===== src/design/rbm_pkg.sv =====
// package for the reset and boot-strap capture block
//
// What this block does
// reset pin low holds all logic in reset, acting as direct hardware reset
// on reset pin release, boot-select strap level is captured as boot mode
// internal reset drops synchronously after a fixed count of clock cycles
// reset-status output pin follows the internal reset state continuously
// board asserts reset with TRST for full reset; reset alone keeps debug (no TRST or debug logic here; reset pin resets everything)
// power-on reset asserts at power-up and merges into internal reset
// high boot-select boots externally only when flash is not secured
// high wide-address strap gives 20 address lines; low keeps narrow bus
// wide-address effect is qualified by boot-select and flash security
// writing one to reset-pin pull-up disable bit turns that pull-up off
// software sets boot-select pull-up disable when that strap is tied low
// software sets wide-address pull-up disable when that strap is tied low
// boot-select high with flash secured falls back to internal, 16 lines
// all pull-up disable bits reset to zero, pull-ups on during reset
package rbm_pkg;
  // ----------------------------------------
  // register map (byte addresses)
  // ----------------------------------------
  localparam logic [11:0] RBM_PULLUP_OFS = 12'h000;
  localparam logic [11:0] RBM_STATUS_OFS = 12'h004;
  // ----------------------------------------
  // field positions, pull-up reset value and address widths
  // ----------------------------------------
  localparam int RBM_PU_RESET_BIT = 0;
  localparam int RBM_PU_BOOT_BIT = 1;
  localparam int RBM_PU_WIDE_BIT = 2;
  localparam int RBM_ST_BOOT_SELECT_STRAP_BIT = 0;
  localparam int RBM_ST_SECURED_BIT = 1;
  localparam int RBM_ST_WIDE_BIT = 2;
  localparam int RBM_ST_RELEASED_BIT = 3;
  localparam logic [2:0] RBM_PULLUP_RST = 3'h0;
  localparam int RBM_ADDR_NARROW = 16;
  localparam int RBM_ADDR_WIDE = 20;
  // ----------------------------------------
  // release delay
  // ----------------------------------------
  localparam int RBM_RELEASE_CYCLES = 32;
endpackage


===== src/design/rbm_reset_boot.sv =====
// reset release, boot-strap capture and pull-up control with an apb slave
//
// Decided for this implementation: the APB interface to the registers and the register offsets.
`timescale 1ns/1ns
`default_nettype none
module rbm_reset_boot
  import rbm_pkg::*;
#(
  parameter int RELEASE_CYCLES = rbm_pkg::RBM_RELEASE_CYCLES
) (
  input wire logic pclk,
  input wire logic presetn,
  input wire logic por_n,
  input wire logic boot_select_strap,
  input wire logic wide_address_strap,
  input wire logic flash_secured,
  input wire logic psel,
  input wire logic penable,
  input wire logic pwrite,
  input wire logic [11:0] paddr,
  input wire logic [31:0] pwdata,
  output logic [31:0] prdata,
  output logic pready,
  output logic pslverr,
  output logic reset_status_out,
  output logic int_rst_n,
  output logic boot_external,
  output logic [4:0] addr_lines,
  output logic [2:0] pullup_disable_reg
);
  import rbm_pkg::*;

  // the release counter is 16 bits wide and must reach at least one cycle
  if (RELEASE_CYCLES < 1 || RELEASE_CYCLES > 65535) begin : g_bad_release
    $error("RELEASE_CYCLES out of range");
  end

  // ----------------------------------------
  // reset combining and release counter
  // ----------------------------------------
  logic arst_n;
  logic [15:0] cnt_q, cnt_d;
  logic rel_q, rel_d;
  logic cap_q, cap_d;
  logic boot_q, boot_d;
  logic wide_q, wide_d;
  logic sec_q, sec_d;

  // both sources reset everything asynchronously
  assign arst_n = presetn & por_n;

  always_comb begin
    cnt_d = cnt_q;
    rel_d = rel_q;
    cap_d = 1'b0;
    boot_d = boot_q;
    wide_d = wide_q;
    sec_d = sec_q;
    if (!cap_q && !rel_q) begin
      // straps caught on the first edge after release, never under reset
      cap_d = 1'b1;
      sec_d = flash_secured;
      boot_d = boot_select_strap & ~flash_secured;
      wide_d = wide_address_strap & boot_select_strap & ~flash_secured;
    end
    if (!rel_q) begin
      if (cnt_q == 16'(RELEASE_CYCLES - 1)) begin
        rel_d = 1'b1;
      end else begin
        cnt_d = cnt_q + 16'h0001;
      end
    end
  end

  always_ff @(posedge pclk or negedge arst_n) begin
    if (!arst_n) begin
      cnt_q <= 16'h0000;
      rel_q <= 1'b0;
      cap_q <= 1'b0;
      boot_q <= 1'b0;
      wide_q <= 1'b0;
      sec_q <= 1'b0;
    end else begin
      cnt_q <= cnt_d;
      rel_q <= rel_d;
      cap_q <= cap_d | cap_q;
      boot_q <= boot_d;
      wide_q <= wide_d;
      sec_q <= sec_d;
    end
  end

  // ----------------------------------------
  // outputs from flip-flops
  // ----------------------------------------
  logic reset_status_out_d;
  logic [4:0] lines_d;
  always_comb begin
    reset_status_out_d = ~rel_d;
    lines_d = wide_d ? 5'(RBM_ADDR_WIDE) : 5'(RBM_ADDR_NARROW);
  end

  always_ff @(posedge pclk or negedge arst_n) begin
    if (!arst_n) begin
      reset_status_out <= 1'b1;
      int_rst_n <= 1'b0;
      boot_external <= 1'b0;
      addr_lines <= 5'h10;
    end else begin
      reset_status_out <= reset_status_out_d;
      int_rst_n <= rel_d;
      boot_external <= boot_d;
      addr_lines <= lines_d;
    end
  end

  // ----------------------------------------
  // apb slave, one wait state
  // ----------------------------------------
  logic [2:0] pu_d;
  logic [31:0] rd_d;
  logic rdy_d, err_d, hit;
  always_comb begin
    pu_d = pullup_disable_reg;
    rd_d = prdata;
    rdy_d = 1'b0;
    err_d = 1'b0;
    hit = (paddr == RBM_PULLUP_OFS) || (paddr == RBM_STATUS_OFS);
    if (psel && penable && !pready) begin
      rdy_d = 1'b1;
      err_d = ~hit;
      rd_d = 32'h0000_0000;
      if (pwrite && paddr == RBM_PULLUP_OFS) begin
        pu_d = pwdata[2:0];
      end
      if (!pwrite && paddr == RBM_PULLUP_OFS) begin
        rd_d[2:0] = pullup_disable_reg;
      end
      if (!pwrite && paddr == RBM_STATUS_OFS) begin
        rd_d[RBM_ST_BOOT_SELECT_STRAP_BIT] = boot_q;
        rd_d[RBM_ST_SECURED_BIT] = sec_q;
        rd_d[RBM_ST_WIDE_BIT] = wide_q;
        rd_d[RBM_ST_RELEASED_BIT] = rel_q;
      end
    end
  end

  always_ff @(posedge pclk or negedge arst_n) begin
    if (!arst_n) begin
      pullup_disable_reg <= RBM_PULLUP_RST;
      prdata <= 32'h0000_0000;
      pready <= 1'b0;
      pslverr <= 1'b0;
    end else begin
      pullup_disable_reg <= pu_d;
      prdata <= rd_d;
      pready <= rdy_d;
      pslverr <= err_d;
    end
  end

  // ----------------------------------------
  // checks
  // ----------------------------------------
  AST_RESET_STATUS_OUT_FOLLOWS: assert property (@(posedge pclk) disable iff (!arst_n)
    reset_status_out == ~int_rst_n) else $error("status pin differs from reset");
  AST_RELEASE_TIME: assert property (@(posedge pclk) disable iff (!arst_n)
    $rose(int_rst_n) |-> cnt_q == 16'(RELEASE_CYCLES - 1)) else $error("early release");
  AST_NO_EXT_SECURED: assert property (@(posedge pclk) disable iff (!arst_n)
    sec_q |-> !boot_q && !wide_q) else $error("secured boot went external");
  AST_WIDE_LINES: assert property (@(posedge pclk) disable iff (!arst_n)
    cap_q |-> ##1 (addr_lines == (wide_q ? 5'h14 : 5'h10))) else $error("bad lines");
  AST_WIDE_QUAL: assert property (@(posedge pclk) disable iff (!arst_n)
    wide_q |-> boot_q) else $error("wide without external boot");
  AST_PU_WRITE: assert property (@(posedge pclk) disable iff (!arst_n)
    psel && penable && pwrite && !pready && paddr == RBM_PULLUP_OFS
    |=> pullup_disable_reg == $past(pwdata[2:0])) else $error("pull-up write lost");
  // int_rst_n and rel_q load the same next value, so they agree in every cycle
  AST_HELD_RESET: assert property (@(posedge pclk) disable iff (!arst_n)
    !rel_q |-> !int_rst_n) else $error("reset left early");
  AST_BOOT_CAPTURE: assert property (@(posedge pclk) disable iff (!arst_n)
    !cap_q && !rel_q |=> boot_q == $past(boot_select_strap && !flash_secured))
    else $error("boot strap not caught");
  COV_EXT_BOOT: cover property (@(posedge pclk) $rose(boot_external));
  COV_WIDE: cover property (@(posedge pclk) addr_lines == 5'h14);
  COV_RELEASE: cover property (@(posedge pclk) $rose(int_rst_n));

  // ----------------------------------------
  // bus, capture, status-pin and counter checks
  // ----------------------------------------
  // the answer is a single-cycle pulse; a held pready would take a second transfer
  AST_READY_PULSE: assert property (@(posedge pclk) disable iff (!arst_n)
    pready |=> !pready) else $error("pready held too long");
  // one wait state: the access phase always ends on the following edge
  AST_ANSWER_TIME: assert property (@(posedge pclk) disable iff (!arst_n)
    psel && penable && !pready |=> pready) else $error("answer late");
  AST_ERR_WITH_READY: assert property (@(posedge pclk) disable iff (!arst_n)
    pslverr |-> pready) else $error("error without ready");
  // a write to an unmapped offset must leave the pull-up bits alone
  AST_UNMAPPED_WRITE: assert property (@(posedge pclk) disable iff (!arst_n)
    psel && penable && pwrite && !pready && !hit
    |=> $stable(pullup_disable_reg)) else $error("unmapped write landed");
  // straps are looked at once; later pin changes must not move the mode
  AST_BOOT_STABLE: assert property (@(posedge pclk) disable iff (!arst_n)
    cap_q |=> $stable(boot_external)) else $error("boot mode moved");
  AST_EXT_UNSECURED: assert property (@(posedge pclk) disable iff (!arst_n)
    boot_external |-> !sec_q) else $error("external boot on secured flash");
  AST_STATUS_IN_RESET: assert property (@(posedge pclk) disable iff (!arst_n)
    !int_rst_n |-> reset_status_out) else $error("status pin low in reset");
  AST_CNT_BOUND: assert property (@(posedge pclk) disable iff (!arst_n)
    int'(cnt_q) < RELEASE_CYCLES) else $error("release counter overran");
  COV_PU_WRITE: cover property (@(posedge pclk) pready && !pslverr && |pullup_disable_reg);
  COV_UNMAPPED: cover property (@(posedge pclk) pready && pslverr);
endmodule
`default_nettype wire


===== config.mk =====
export PLATFORM = sky130hd
export DESIGN_NAME = rbm_reset_boot
export DESIGN_NICKNAME = d
export VERILOG_FILES = /design/src/design/rbm_pkg.sv /design/src/design/rbm_reset_boot.sv
export SDC_FILE = /design/constraint.sdc
export NUM_CORES = 1
export LEC_CHECK = 0
export ABC_AREA = 1
export BUFFER_PORTS_ARGS = -buffer_cell sky130_fd_sc_hd__clkbuf_2
export CORE_MARGIN = 2
export CORE_UTILIZATION = 50
export DETAILED_ROUTE_END_ITERATION = 8
export HOLD_SLACK_MARGIN = 0.15
export PLACE_DENSITY = 0.86
export RECOVER_POWER = 100
export SLEW_MARGIN = 25
export SYNTH_ARGS = -nofsm -noshare
export SYNTH_HDL_FRONTEND = slang
export SYNTH_SLANG_ARGS = --single-unit

===== constraint.sdc =====
create_clock -name pclk -period 2.6 [get_ports pclk]
set_input_delay 0.26 -clock pclk [delete_from_list [all_inputs] [get_ports pclk]]
set_output_delay 0.26 -clock pclk [all_outputs]
set_load 0.1 [all_outputs]

==> results.cfg <==
[status]
outcome = finished, final reports clean

[worst_setup_path]
startpoint = reset_status_out$_DFF_PN1_
path_delay_family = buffers and inverters
crit_path_end_kind = output port
crit_fanout = 1
rr_startpoint = cnt_q[0]$_DFFE_PN0P_
slowest_stage = clkbuf_1
crit_type = reg2out
path_buf_inv = 1
cp.arrival_ps = 1650
cp-start-kind = flop
cp_data_required_time_ps = 2340
critPathMaxStageDelay_ps = 850
path_cells = clkbuf_1

[cts]
clock_path_buffers = 2
post-cts-setup-buffer-count = 0
postCtsHoldBufs = 2
htree_levels = 2
cts_resized = 0
cts.sinks = 31
insertion_delay_ps = 290
path_clk_slew_ps = 70
cts-buffers-inserted = 5
cts_root_buf = clkbuf_8
cts_tree = done

[global_route]
overflow = 0
grt_start_max_net_pins = 32
antenna_found_initial = 0
grt_pass1_wl_um = 6210
grt_pass1_vias = 1544
grtUsageTotal_pct = 18.7

[floorplan]
die_h_um = 66.8
start_util_pct = 53.1
dieArea_um2 = 4460
core_um2 = 3720
io_pins = 98
die_w_um = 66.8
num_rows = 22

[synth]
ys.warnings.count = 0
syn_inst = 268
netlist_top_cells_area = dfrtp_1 (38%), nand2_1 (18%), buf_4 (13%)
synth.top_cell.area_share_pct = 38.0
synth_top_cell_by_area = dfrtp_1
synth_common_cells = nand2_1 (94), buf_4 (33), dfrtp_1 (30)
yosys_register_bits = 31
synth.avg_cell_area_um2 = 7.36
ys_seq_area_share_pct = 39.4
syn_area_um2 = 1970
synth_ff_type = dfrtp_1
ys_types = 25
yosysMostFrequentCell = nand2_1
synth_edf_count = 0
async_reset_ff_share_pct = 100

[cells_and_area]
syn2layout_area_growth_pct = 9.13
stdcell_area_um2 = 2150
largest_reg_flops = 16
drive_gt1_share_pct = 12.9
fin_nets = 363
nFillCells = 357
num_antenna_cells = 0

[place]
routabilityCongestion = 0.872
io_buffers = 36
dp_hpwl_um = 2750
place_area_um2 = 2050

[timing]
min_period_ps = 1910
slew_headroom_pct = 22.6
tightestPinTransition_ps = 1170
rsz0062_at_grt = false
hold_viol_final = 0
hold-worst-slack_ps = 212
fin_crit_sh_pct = 73.6
slew_viol_final = 0
tns_ps = 0
setup-violations-final = 0
fmax_mhz = 523
finClkSkew_ps = 9.60

[power]
fin_total_pwr_mw = 1.25
power_density_nw_per_um2 = 581
leakagePower_nw = 1.19
irDropWorstVdd_v = 0.000307

[route]
drt-pass1-iter-count = 4
post_drt_wl_per_cell_um = 10.4
num_vias = 1664
viasPerCell = 4.65
drc = 0
final_antenna_net_count = 0
wl_um = 3720
drt_iter0_markers = 129

[min_path]
min_from = flash_secured
worstHoldPathType = in2reg

[job]
maxCapViolCount = 0
[per-layer routing]
metal,up-vias,routed length (µm),global-route usage [%]
met4,0,44,7.91
met2,65,1820,33.1
met1,747,1590,20.5
met5,-,0,0
met3,6,258,5.57
li1,846,-,-
[worst paths after layout]
path / to / slack (ps) / depth (start not counted)
max: reset_status_out / 690 / 1
min: sec_q$_DFFE_PN0P_ / 210 / 3
max reg2reg: cnt_q[2]$_DFFE_PN0P_ / 730 / 6
min reg2reg: prdata[1]$_DFFE_PN0P_ / 490 / 2
max in group asynchronous: cnt_q[5]$_DFFE_PN0P_ / 830 / 6
min in group asynchronous: cnt_q[4]$_DFFE_PN0P_ / 750 / 5
[through the flow]
stage,worst slack [ps],cells,util [%]
3_3_place_gp,957,348,55.3
3_5_place_dp,906,348,55.3
2_1_floorplan,939,298,-
4_1_cts,904,358,59.0
6_report,687,358,57.9
5_1_grt,496,358,57.9
[where the power goes]
part / switching, mW / internal (mW)
sequential: 0.00226 / 0.486
clock: 0.183 / 0.310
combinational: 0.250 / 0.0207
[cell type report]
cell class | count | area, µm² | share of cell area [%]
multi-input combinational | 206 | 912 | 42.4
sequential | 31 | 777 | 36.1
tap | 48 | 60.1 | 2.79
inverter | 26 | 97.6 | 4.53
clock buffer | 6 | 82.6 | 3.83
timing repair buffer | 39 | 189 | 8.77
clock inverter | 2 | 35.0 | 1.63
[layout by cell type, fill, tap and decap left out, types with 2 or more instances in the layout]
master,Yosys,final
clkbuf_1,0,13
clkbuf_2,0,24
clkbuf_8,0,6
conb_1,2,32
dfrtp_1,30,30
dlygate4sd3_1,0,2
inv_1,26,26
nand2_1,94,95
nand2_2,2,2
nand3_1,7,8
nand4_1,11,11
nor2_1,28,29
nor2_2,2,2
o21ai_0,10,10
xnor2_1,5,5
xor2_1,5,5
[cells by family after synthesis]
kind of cell	synth area share, %
and+or+nand+nor	32.2
xor gates and xnor gates	4.44
buffers and inverters	19.1
AOI/OAI and AO/OA	3.87
other	0.381
DFF	39.4
adders and majority gates	0.634
Power figures use the tool's default switching activity.
